### src/verilog/irq_src_consts.vh
// Constants for the pin, timer and port-change interrupt source block.
// Assumes inclusion by bare name from the design files; definitions only.
`ifndef IRQ_SRC_CONSTS_VH
`define IRQ_SRC_CONSTS_VH

// Main interrupt control register bit positions
`define MAIN_PORT_FLAG_BIT     0
`define MAIN_PORT_ENABLE_BIT   3
`define MAIN_TIMER_ENABLE_BIT  5
// Second interrupt control register bit positions
`define SECOND_PORT_PRIO_BIT   0
`define SECOND_THREE_PRIO_BIT  1
`define SECOND_TIMER_PRIO_BIT  2
// Third interrupt control register bit positions
`define THIRD_ONE_PRIO_BIT     6
`define THIRD_TWO_PRIO_BIT     7

// Timer rollover values
`define TIMER_LOW_MAX          8'hFF
`define TIMER_FULL_MAX         16'hFFFF
// Interrupt vector addresses
`define VECTOR_HIGH            21'h00_0008
`define VECTOR_LOW             21'h00_0018
`define VECTOR_RESET           21'h00_0000

// Upper port nibble range watched for change
`define PORT_WATCH_HI          7
`define PORT_WATCH_LO          4
// Number of external pins
`define EXT_PIN_COUNT          4

`endif

### src/verilog/ext_edge_flag.v
// One external interrupt pin: synchroniser, edge detect and sticky flag.
// Assumes the pin is asynchronous to SYS_CLK; clear comes from the same clock.
`timescale 1ns/1ps

module ext_edge_flag
(
  input  wire clk,
  input  wire reset_n,
  input  wire pin,
  input  wire rising_sel,
  input  wire flag_clear,
  output reg  flag,
  output wire edge_seen
);

  reg sync_first;  // Metastability stage, read only by sync_second
  reg sync_second; // Stable sampled level
  reg last_level;  // Previous stable level for edge detect
  reg [2:0] warm;  // Fills with ones as the history gains real pin levels

  // Two-stage synchroniser and history register
  always @(posedge clk or negedge reset_n)
  begin
    if (!reset_n)
    begin
      sync_first  <= 1'b0;
      sync_second <= 1'b0;
      last_level  <= 1'b0;
      warm        <= 3'h0;
    end
    else
    begin
      sync_first  <= pin;
      sync_second <= sync_first;
      last_level  <= sync_second;
      warm        <= {warm[1:0], 1'h1};
    end
  end

  // Edge of the selected polarity only; masked until the history holds a real
  // pin level, so a pin that idles high gives no false edge after reset
  assign edge_seen = warm[2] &
                     (rising_sel ? (sync_second & ~last_level)
                                 : (~sync_second & last_level));

  // Sticky flag; a new edge wins over a clear in the same cycle
  always @(posedge clk or negedge reset_n)
  begin
    if (!reset_n)
      flag <= 1'b0;
    else if (edge_seen)
      flag <= 1'b1;
    else if (flag_clear)
      flag <= 1'b0;
  end

endmodule

### src/verilog/irq_sources.v
// Interrupt source logic: four edge pins, timer overflow, port-change.
// Assumes the core supplies power mode and global enables as levels and flag
// clears as one-cycle pulses on SYS_CLK; pins and port bits are asynchronous.
`timescale 1ns/1ps
`include "irq_src_consts.vh"

module irq_sources
(
  // Clock and reset
  input  wire        SYS_CLK,
  input  wire        RESET_N,
  // External pins, their edge selects, enables and flags
  input  wire [3:0]  EXT_IRQ_PINS,
  input  wire [3:0]  EXT_EDGE_SELECT,
  input  wire [3:0]  EXT_PIN_ENABLE,
  input  wire [3:0]  EXT_FLAG_CLEAR,
  output wire [3:0]  EXT_PIN_FLAG,
  // Interrupt control bits from the core's registers
  input  wire [7:0]  IRQ_CONTROL_MAIN,
  input  wire [7:0]  IRQ_CONTROL_SECOND,
  input  wire [7:0]  IRQ_CONTROL_THIRD,
  // Timer counter, seen as its count before each tick
  input  wire        TIMER_SIXTEEN_MODE,
  input  wire        TIMER_TICK,
  input  wire [15:0] TIMER_ZERO_COUNT,
  input  wire        TIMER_FLAG_CLEAR,
  output reg         TIMER_OVERFLOW_FLAG,
  // Port pins watched for change
  input  wire [7:0]  PORT_B_PINS,
  input  wire        PORT_FLAG_CLEAR,
  output reg         PORT_CHANGE_FLAG,
  // Core side: global enables, power mode, requests and wake
  input  wire        GLOBAL_HIGH_IRQ_ENABLE,
  input  wire        GLOBAL_LOW_IRQ_ENABLE,
  input  wire        SLEEP_OR_IDLE,
  input  wire        DEEP_SLEEP,
  output wire        HIGH_IRQ_REQUEST,
  output wire        LOW_IRQ_REQUEST,
  output reg         WAKE_PULSE,
  output reg         WAKE_LOAD_VECTOR,
  output reg  [20:0] WAKE_VECTOR
);

  wire [3:0] pin_flag;     // Sticky external flags
  reg  [3:0] port_sync_a;  // First port synchroniser stage
  reg  [3:0] port_sync_b;  // Stable port nibble
  reg  [3:0] port_last;    // Previous stable nibble
  reg  [1:0] port_warm;    // Counts out the synchroniser fill after reset
  reg        port_primed;  // Blocks a false change until the history is real

  // One flag cell per external pin
  // The edge strobe of each cell stays inside it; only the flag is used
  genvar gi;
  generate
    for (gi = 0; gi < `EXT_PIN_COUNT; gi = gi + 1)
    begin : g_pin
      ext_edge_flag u_cell
      (
        .clk        (SYS_CLK),
        .reset_n    (RESET_N),
        .pin        (EXT_IRQ_PINS[gi]),
        .rising_sel (EXT_EDGE_SELECT[gi]),
        .flag_clear (EXT_FLAG_CLEAR[gi]),
        .flag       (pin_flag[gi]),
        .edge_seen  ()
      );
    end
  endgenerate

  assign EXT_PIN_FLAG = pin_flag;

  // Timer rollover: the count shown is the value before the tick, so the
  // wrap is seen one cycle ahead of the counter reaching zero; in eight-bit
  // mode the upper byte is ignored so a running high byte cannot mask it
  wire low_roll  = (TIMER_ZERO_COUNT[7:0] == `TIMER_LOW_MAX);
  wire full_roll = (TIMER_ZERO_COUNT == `TIMER_FULL_MAX);
  wire timer_overflow = TIMER_TICK &
                        (TIMER_SIXTEEN_MODE ? full_roll
                                            : low_roll);

  // Sticky timer flag, set wins over clear
  // A tick that wraps in the clear cycle must not be lost
  always @(posedge SYS_CLK or negedge RESET_N)
  begin
    if (!RESET_N)
      TIMER_OVERFLOW_FLAG <= 1'b0;
    else if (timer_overflow)
      TIMER_OVERFLOW_FLAG <= 1'b1;
    else if (TIMER_FLAG_CLEAR)
      TIMER_OVERFLOW_FLAG <= 1'b0;
  end

  // Port nibble synchroniser and history
  // Only the upper nibble is watched; the lower pins never reach a flag
  always @(posedge SYS_CLK or negedge RESET_N)
  begin
    if (!RESET_N)
    begin
      port_sync_a <= 4'h0;
      port_sync_b <= 4'h0;
      port_last   <= 4'h0;
      port_warm   <= 2'h0;
      port_primed <= 1'b0;
    end
    else
    begin
      port_sync_a <= PORT_B_PINS[`PORT_WATCH_HI:`PORT_WATCH_LO];
      port_sync_b <= port_sync_a;
      port_last   <= port_sync_b;
      port_warm   <= {port_warm[0], 1'h1};
      port_primed <= port_warm[1];
    end
  end

  // Priming waits out the reset-to-real level settle to avoid a false flag
  wire port_changed = port_primed & (port_sync_b != port_last);

  // Sticky port-change flag, set wins over clear
  // A change in the clear cycle keeps the flag set
  always @(posedge SYS_CLK or negedge RESET_N)
  begin
    if (!RESET_N)
      PORT_CHANGE_FLAG <= 1'b0;
    else if (port_changed)
      PORT_CHANGE_FLAG <= 1'b1;
    else if (PORT_FLAG_CLEAR)
      PORT_CHANGE_FLAG <= 1'b0;
  end

  // Enable gating: a disabled source keeps its flag but never requests,
  // so enabling it later with the flag still set requests at once
  wire [3:0] pin_active  = pin_flag & EXT_PIN_ENABLE;
  wire timer_active = TIMER_OVERFLOW_FLAG &
                      IRQ_CONTROL_MAIN[`MAIN_TIMER_ENABLE_BIT];
  wire port_active  = PORT_CHANGE_FLAG &
                      IRQ_CONTROL_MAIN[`MAIN_PORT_ENABLE_BIT];

  // Priority per source, one means high
  wire prio_one   = IRQ_CONTROL_THIRD[`THIRD_ONE_PRIO_BIT];
  wire prio_two   = IRQ_CONTROL_THIRD[`THIRD_TWO_PRIO_BIT];
  wire prio_three = IRQ_CONTROL_SECOND[`SECOND_THREE_PRIO_BIT];
  wire prio_timer = IRQ_CONTROL_SECOND[`SECOND_TIMER_PRIO_BIT];
  wire prio_port  = IRQ_CONTROL_SECOND[`SECOND_PORT_PRIO_BIT];

  // Route each active source to its level; pin zero has no priority bit
  // and is wired straight to the high level
  wire any_high = pin_active[0] |
                  (pin_active[1] & prio_one) |
                  (pin_active[2] & prio_two) |
                  (pin_active[3] & prio_three) |
                  (timer_active & prio_timer) |
                  (port_active & prio_port);
  wire any_low  = (pin_active[1] & ~prio_one) |
                  (pin_active[2] & ~prio_two) |
                  (pin_active[3] & ~prio_three) |
                  (timer_active & ~prio_timer) |
                  (port_active & ~prio_port);

  // Requests reach the core gated by the global enables
  // Combinational from the flags, so they drop in the cycle after a flag clear
  assign HIGH_IRQ_REQUEST = any_high & GLOBAL_HIGH_IRQ_ENABLE;
  assign LOW_IRQ_REQUEST  = any_low & GLOBAL_LOW_IRQ_ENABLE;

  // Wake causes; the enable seen now stands for the one set before entry
  // Limitation: the enable is not latched at mode entry, so software must
  // not change enables while the core is asleep
  wire ext_wake   = SLEEP_OR_IDLE & (|pin_active);
  wire other_wake = SLEEP_OR_IDLE & (timer_active | port_active);
  wire deep_wake  = DEEP_SLEEP & pin_active[0];
  wire vector_ok  = (any_high & GLOBAL_HIGH_IRQ_ENABLE) |
                    (any_low & GLOBAL_LOW_IRQ_ENABLE);

  // Wake strobe with the address the core should resume at
  // Deep Sleep wake takes precedence: that mode keeps only pin zero alive
  // and the core must restart as from reset
  always @(posedge SYS_CLK or negedge RESET_N)
  begin
    if (!RESET_N)
    begin
      WAKE_PULSE       <= 1'b0;
      WAKE_LOAD_VECTOR <= 1'b0;
      WAKE_VECTOR      <= `VECTOR_RESET;
    end
    else if (deep_wake)
    begin
      // Deep Sleep restarts from reset, never an interrupt vector
      WAKE_PULSE       <= 1'b1;
      WAKE_LOAD_VECTOR <= 1'b1;
      WAKE_VECTOR      <= `VECTOR_RESET;
    end
    else if (ext_wake | other_wake)
    begin
      WAKE_PULSE       <= 1'b1;
      WAKE_LOAD_VECTOR <= vector_ok;
      // High level wins when both are pending
      WAKE_VECTOR      <= (any_high & GLOBAL_HIGH_IRQ_ENABLE) ? `VECTOR_HIGH
                                                                : `VECTOR_LOW;
    end
    else
    begin
      // No cause: drop the strobe; the vector holds its last value
      WAKE_PULSE       <= 1'b0;
      WAKE_LOAD_VECTOR <= 1'b0;
    end
  end

endmodule

### config.mk
export PLATFORM = sky130hd
export DESIGN_NAME = irq_sources
export DESIGN_NICKNAME = d
export VERILOG_FILES = /design/src/verilog/ext_edge_flag.v /design/src/verilog/irq_sources.v
export VERILOG_INCLUDE_DIRS = /design/src /design/src/verilog
export SDC_FILE = /design/constraint.sdc
export NUM_CORES = 1
export LEC_CHECK = 0
export BUFFER_PORTS_ARGS = -buffer_cell sky130_fd_sc_hd__buf_2
export CAP_MARGIN = 10
export CORE_MARGIN = 2
export CORE_UTILIZATION = 41
export DETAILED_ROUTE_END_ITERATION = 8
export GPL_TIMING_DRIVEN = 0
export PLACE_DENSITY = 0.83
export SLEW_MARGIN = 25
export SYNTH_ARGS = -nofsm -noshare
export SYNTH_HDL_FRONTEND = slang
export SYNTH_SLANG_ARGS = --single-unit
### constraint.sdc
create_clock -name SYS_CLK -period 1.28 [get_ports SYS_CLK]
set_input_delay 0.128 -clock SYS_CLK [delete_from_list [all_inputs] [get_ports SYS_CLK]]
set_output_delay 0.128 -clock SYS_CLK [all_outputs]
set_load 0.1 [all_outputs]
# Word-level counts from Yosys, hierarchy flattened
# Index checks and enable logic that the tools add are counted.
# W data, S select, Z words.
[classes] n_reduce_logical=8 eq_ne=3 n_bitwise=57 mux=24
[ops] operator="$mux W21" n=2
[ops] operator="$and A1 B1 Y1" n=31
[ops] operator="$mux W1" n=21
[ops] operator="$eq A16 B16 Y1 const B" n=1
[ops] operator="$reduce_bool A2 Y1" n=7
[ops] operator="$not A1 Y1" n=13
[ops] operator="$or A1 B1 Y1" n=12
[ops] operator="$eq A8 B8 Y1 const B" n=1
[ops] operator="$mux W5" n=1
[ops] operator="$and A4 B4 Y4" n=1
[ops] operator="$ne A4 B4 Y1" n=1
[ops] operator="$reduce_or A4 Y1" n=1
[word_totals] output_inout_bits=31 word_cells=122 regBits=68

# Depth between registers and ports, before layout
[logic_depth] depth_word=11 depth_mapped=4

# Modules after synthesis
# From an unflattened synthesis, not the netlist that was laid out.
[unflattened] hier_cells=136 hier_area_um2=1816.7
[modules_own_cells] mod="irq_sources" seq_area_each_um2=525.5 cells_each=84 instances=1 area_per_inst_um2=940.9
[modules_own_cells] mod="ext_edge_flag" seq_area_each_um2=175.2 cells_each=13 instances=4 area_per_inst_um2=219.0

# Worst setup path before layout
# OpenSTA, ideal clock, no wires.
[synth_path] path_kind="register to output" startpoint="register TIMER_OVERFLOW_FLAG" endpoint="output port LOW_IRQ_REQUEST" stages_incl_launch_ff=5 t_arrival_ps=2669 setup_slack_ps=-1517 n_path_buf=0 path_cell_list="dfrtp_1 nand2_1 o22ai_1 nor3_1 nor2b_1"
[synth_between] elab_chain_cells=5
[synth_lines] item="from (decl)" line_no="irq_sources.v:27" source="output reg TIMER_OVERFLOW_FLAG,"
[synth_lines] item="from (signal assigned)" line_no="irq_sources.v:86" source="TIMER_OVERFLOW_FLAG <= 1'b0;"
[synth_lines] item="from (signal assigned)" line_no="irq_sources.v:88" source="TIMER_OVERFLOW_FLAG <= 1'b1;"
[synth_lines] item="from (signal assigned)" line_no="irq_sources.v:90" source="TIMER_OVERFLOW_FLAG <= 1'b0;"
[synth_lines] item="$and A1 B1 Y1" line_no="irq_sources.v:133" source="wire timer_active = TIMER_OVERFLOW_FLAG &"
[synth_lines] item="$and A1 B1 Y1" line_no="irq_sources.v:156" source="(timer_active & ~prio_timer) |"
[synth_lines] item="$or A1 B1 Y1" line_no="irq_sources.v:155" source="(pin_active[3] & ~prio_three) |"
[synth_lines] item="$or A1 B1 Y1" line_no="irq_sources.v:156"
[synth_lines] item="$and A1 B1 Y1" line_no="irq_sources.v:162" source="assign LOW_IRQ_REQUEST = any_low & GLOBAL_LOW_IRQ_ENABLE;"
[synth_lines] item="to (decl)" line_no="irq_sources.v:38" source="output wire LOW_IRQ_REQUEST,"
# No other way between the ends.

# Worst setup path after layout
# Ends and elaborated chain as after synthesis.

==> impl_metrics.py <==
metrics = {
    "cts": {
        "cts.clk_slew.worst_paths_ns": 0.07,
        "cts.sinks": 37,
        "clock_latency_ns": 0.28,
        "clk_path_buf_depth": 2,
        "cts_buffers": 5,
        "htree_num_levels": 2,
        "cts_tree": "yes",
        "cts_root_buf": "clkbuf_8",
    },
    "cells_and_area": {
        "diodes": 0,
        "ff_latch_area_um2": 937,
        "multi_input_area_um2": 566,
        "syn_to_final_growth_pct": 56.8,
        "drive_gt1_share_pct": 53.1,
        "fillCellCount": 265,
        "final_nets": 312,
        "fin_util_pct": 66.8,
    },
    "floorplan": {
        "start_util_pct": 42.6,
        "die_area_um2": 4290,
        "rows": 22,
        "fp.dieH_um": 65.5,
        "core_region_area_um2": 3630,
        "fp.dieW_um": 65.5,
        "io_pins": 105,
    },
    "job": {
        "maxCapViolations": 0,
    },
    "pwr": {
        "p_per_area_nw_per_um2": 1360,
        "ir_drop_v": 0.000840,
        "leakage_uw": 0.00122,
        "p_total_uw": 3300,
    },
    "yosys": {
        "yosysWarnings": 0,
        "ys_ff_latch": 37,
        "synth_cells": 132,
        "syn-cell-area_um2": 1550,
        "avgSynthCellArea_um2": 11.7,
        "yosysUniqueCellTypes": 23,
        "seq_area_frac_synth_pct": 59.8,
    },
    "critical_path": {
        "critPathCaptureType": "output port",
        "setup.worst_path.class": "reg2out",
        "crit_path_start_kind": "flip-flop",
        "worstPathRequired_ns": 1.15,
        "worstPathMaxFanout": 3,
        "critPathArrivalTime_ns": 1.43,
    },
    "grt": {
        "grt_util_all_layers_pct": 17.9,
        "grt_pass1_wl_um": 5620,
        "grt_max_degree": 38,
        "grt_pass1_vias": 1303,
        "grt_antenna_before_repair": 0,
        "grt-ovfl-total": 0,
    },
    "drt": {
        "drt-initial-drc-count": 54,
        "postRouteWirelength_um": 3680,
        "num_vias": 1317,
        "drt_first_pass_iters": 4,
        "wire_per_inst_um": 12.8,
        "postRouteAntennaNets": 0,
        "viasPerCell": 4.59,
        "drcViolationCount": 0,
    },
    "outcome": {
        "status": "finished, violations left",
        "violations": "negative setup slack",
    },
    "timing": {
        "rsz0062_at_grt": "true",
        "clock_skew_ns": 0.00550,
        "hold_viol_final": 0,
        "hold_slack_ns": 0.0137,
        "setup_violations": 7,
        "post-route-min-period_ns": 1.55,
        "slew_violations": 0,
        "fin_crit_sh_pct": 121,
        "max_freq_mhz": 644,
        "layout_setup_ws_ns": -0.273,
    },
    "placed_design": {
        "port_buffers": 64,
        "pre_cts_slack_ns": -0.301,
        "gp_congestion": 0.699,
        "hpwl_um": 2300,
    },
    "min_path": {
        "hold_class": "in2reg",
    },
}
[Yosys cell counts]
master,count,area share (%)
a22oi_2,3,2.4
inv_1,8,1.9
nor2b_1,1,0.40
buf_4,23,11
nand3_1,8,2.6
o41ai_1,1,0.57
xor2_1,4,2.3
o21ai_2,1,0.57
nor3_1,2,0.65
and3b_1,3,1.7
conb_1,2,0.48
nand2_1,9,2.2
nand4_1,4,1.6
o21ai_0,11,3.6
o21a_1,2,0.97
dfrtp_1,37,60
a31oi_4,1,1.4
nor3b_1,4,1.9
a21oi_1,1,0.32
o211ai_2,2,1.6
a32o_1,1,0.65
o22ai_1,2,0.81
nor2_1,2,0.48
[flip-flops by register name (all words and copies together), names as in the netlist]
register and cells:
g_pin.u_cell.flag 4, WAKE_LOAD_VECTOR 1, port_primed 1, port_sync_b 4
g_pin.u_cell.sync_first 4, WAKE_PULSE 1, port_last 4, g_pin.u_cell.last_level 4
PORT_CHANGE_FLAG 1, TIMER_OVERFLOW_FLAG 1, g_pin.u_cell.sync_second 4, port_sync_a 4
g_pin.u_cell.warm 2, WAKE_VECTOR 2
[what timing repair did]
item                                   in CTS  in global routing
setup endpoints to repair                   9                 14
hold buffers                                9                  0
gates resized for setup                    21                 17
endpoints found under the hold margin      45                  0
setup buffers                              10                  4
pin swaps                                   3                  8
[layout make-up]
cell class,count,area share (%)
Sequential cell,37,38.6
Multi-Input combinational cell,82,23.3
Inverter,8,1.24
Tap cell,48,2.47
Timing Repair Buffer,81,22.6
Clock buffer,5,2.83
Clock inverter,3,1.91
Buffer,23,7.11
[path summary, 6_finish.rpt]
check | from | endpoint | slack, ns | cells after the start
min reg2reg | g_pin[3].u_cell.warm[1] | port_primed | 0.34 | 0
min in group asynchronous | RESET_N | WAKE_PULSE | 0.37 | 2
max in group asynchronous | RESET_N | TIMER_OVERFLOW_FLAG | 0.52 | 2
max | TIMER_OVERFLOW_FLAG | LOW_IRQ_REQUEST | -0.27 | 5
max reg2reg | TIMER_OVERFLOW_FLAG | WAKE_LOAD_VECTOR | -0.22 | 6
min | PORT_FLAG_CLEAR | PORT_CHANGE_FLAG | 0.01 | 2
[cells in the final DEF (no fill, tap or decap), types with 2 or more instances in the layout]
cell type and count:
buf_2 54, dfrtp_1 32, buf_4 32, conb_1 20
o21ai_0 11, dlygate4sd3_1 9, inv_1 8, nand2_1 7
nand3_1 6, clkbuf_8 5, nand4_1 4, xor2_1 4
nor3b_1 4, buf_6 4, a22oi_2 3, and3b_1 3
dfrtp_2 3, buf_12 3, dfrtp_4 2, nand3_2 2
o211ai_2 2, clkbuf_4 2
[kinds of logic after synthesis]
kind of cell | count (synthesis) | synth area share [%]
flops | 37 | 59.8
simple gates | 33 | 11.6
buf+inv | 31 | 13.1
compound gates | 25 | 12.8
xor+xnor | 4 | 2.26
other cells | 2 | 0.485
[routing by layer]
layer  wire length [um]  track usage (%)
met5                  0                0
met1               1280             18.2
met4                103             8.59
met3                323             5.31
met2               1970             33.2
[power breakdown]
part / internal (uW) / total (uW) / switching, uW / leakage [uW]
sequential: 1250 / 1300 / 53.5 / 0.000431
combinational: 291 / 1010 / 719 / 0.000733
clock: 583 / 991 / 409 / 0.0000543
total: 2120 / 3300 / 1180 / 0.00122
[per-stage QoR]
step / TNS, ns / cells / cell area (um2)
2_1_floorplan: -0.721 / 150 / 1640
4_1_cts: -0.899 / 288 / 2370
6_report: -1.34 / 287 / 2430
5_1_grt: -1.61 / 287 / 2430
3_5_place_dp: -0.497 / 262 / 2020
3_3_place_gp: -0.437 / 262 / 2020
[worst max-delay path, stage by stage, from the launching register on]
cell,delay (ns)
dfrtp_4,0.51
nand2_4,0.09
o22ai_4,0.08
nor3_4,0.23
nor2b_4,0.07
buf_12,0.16
Note: power is estimated with default switching activity, not from simulation.
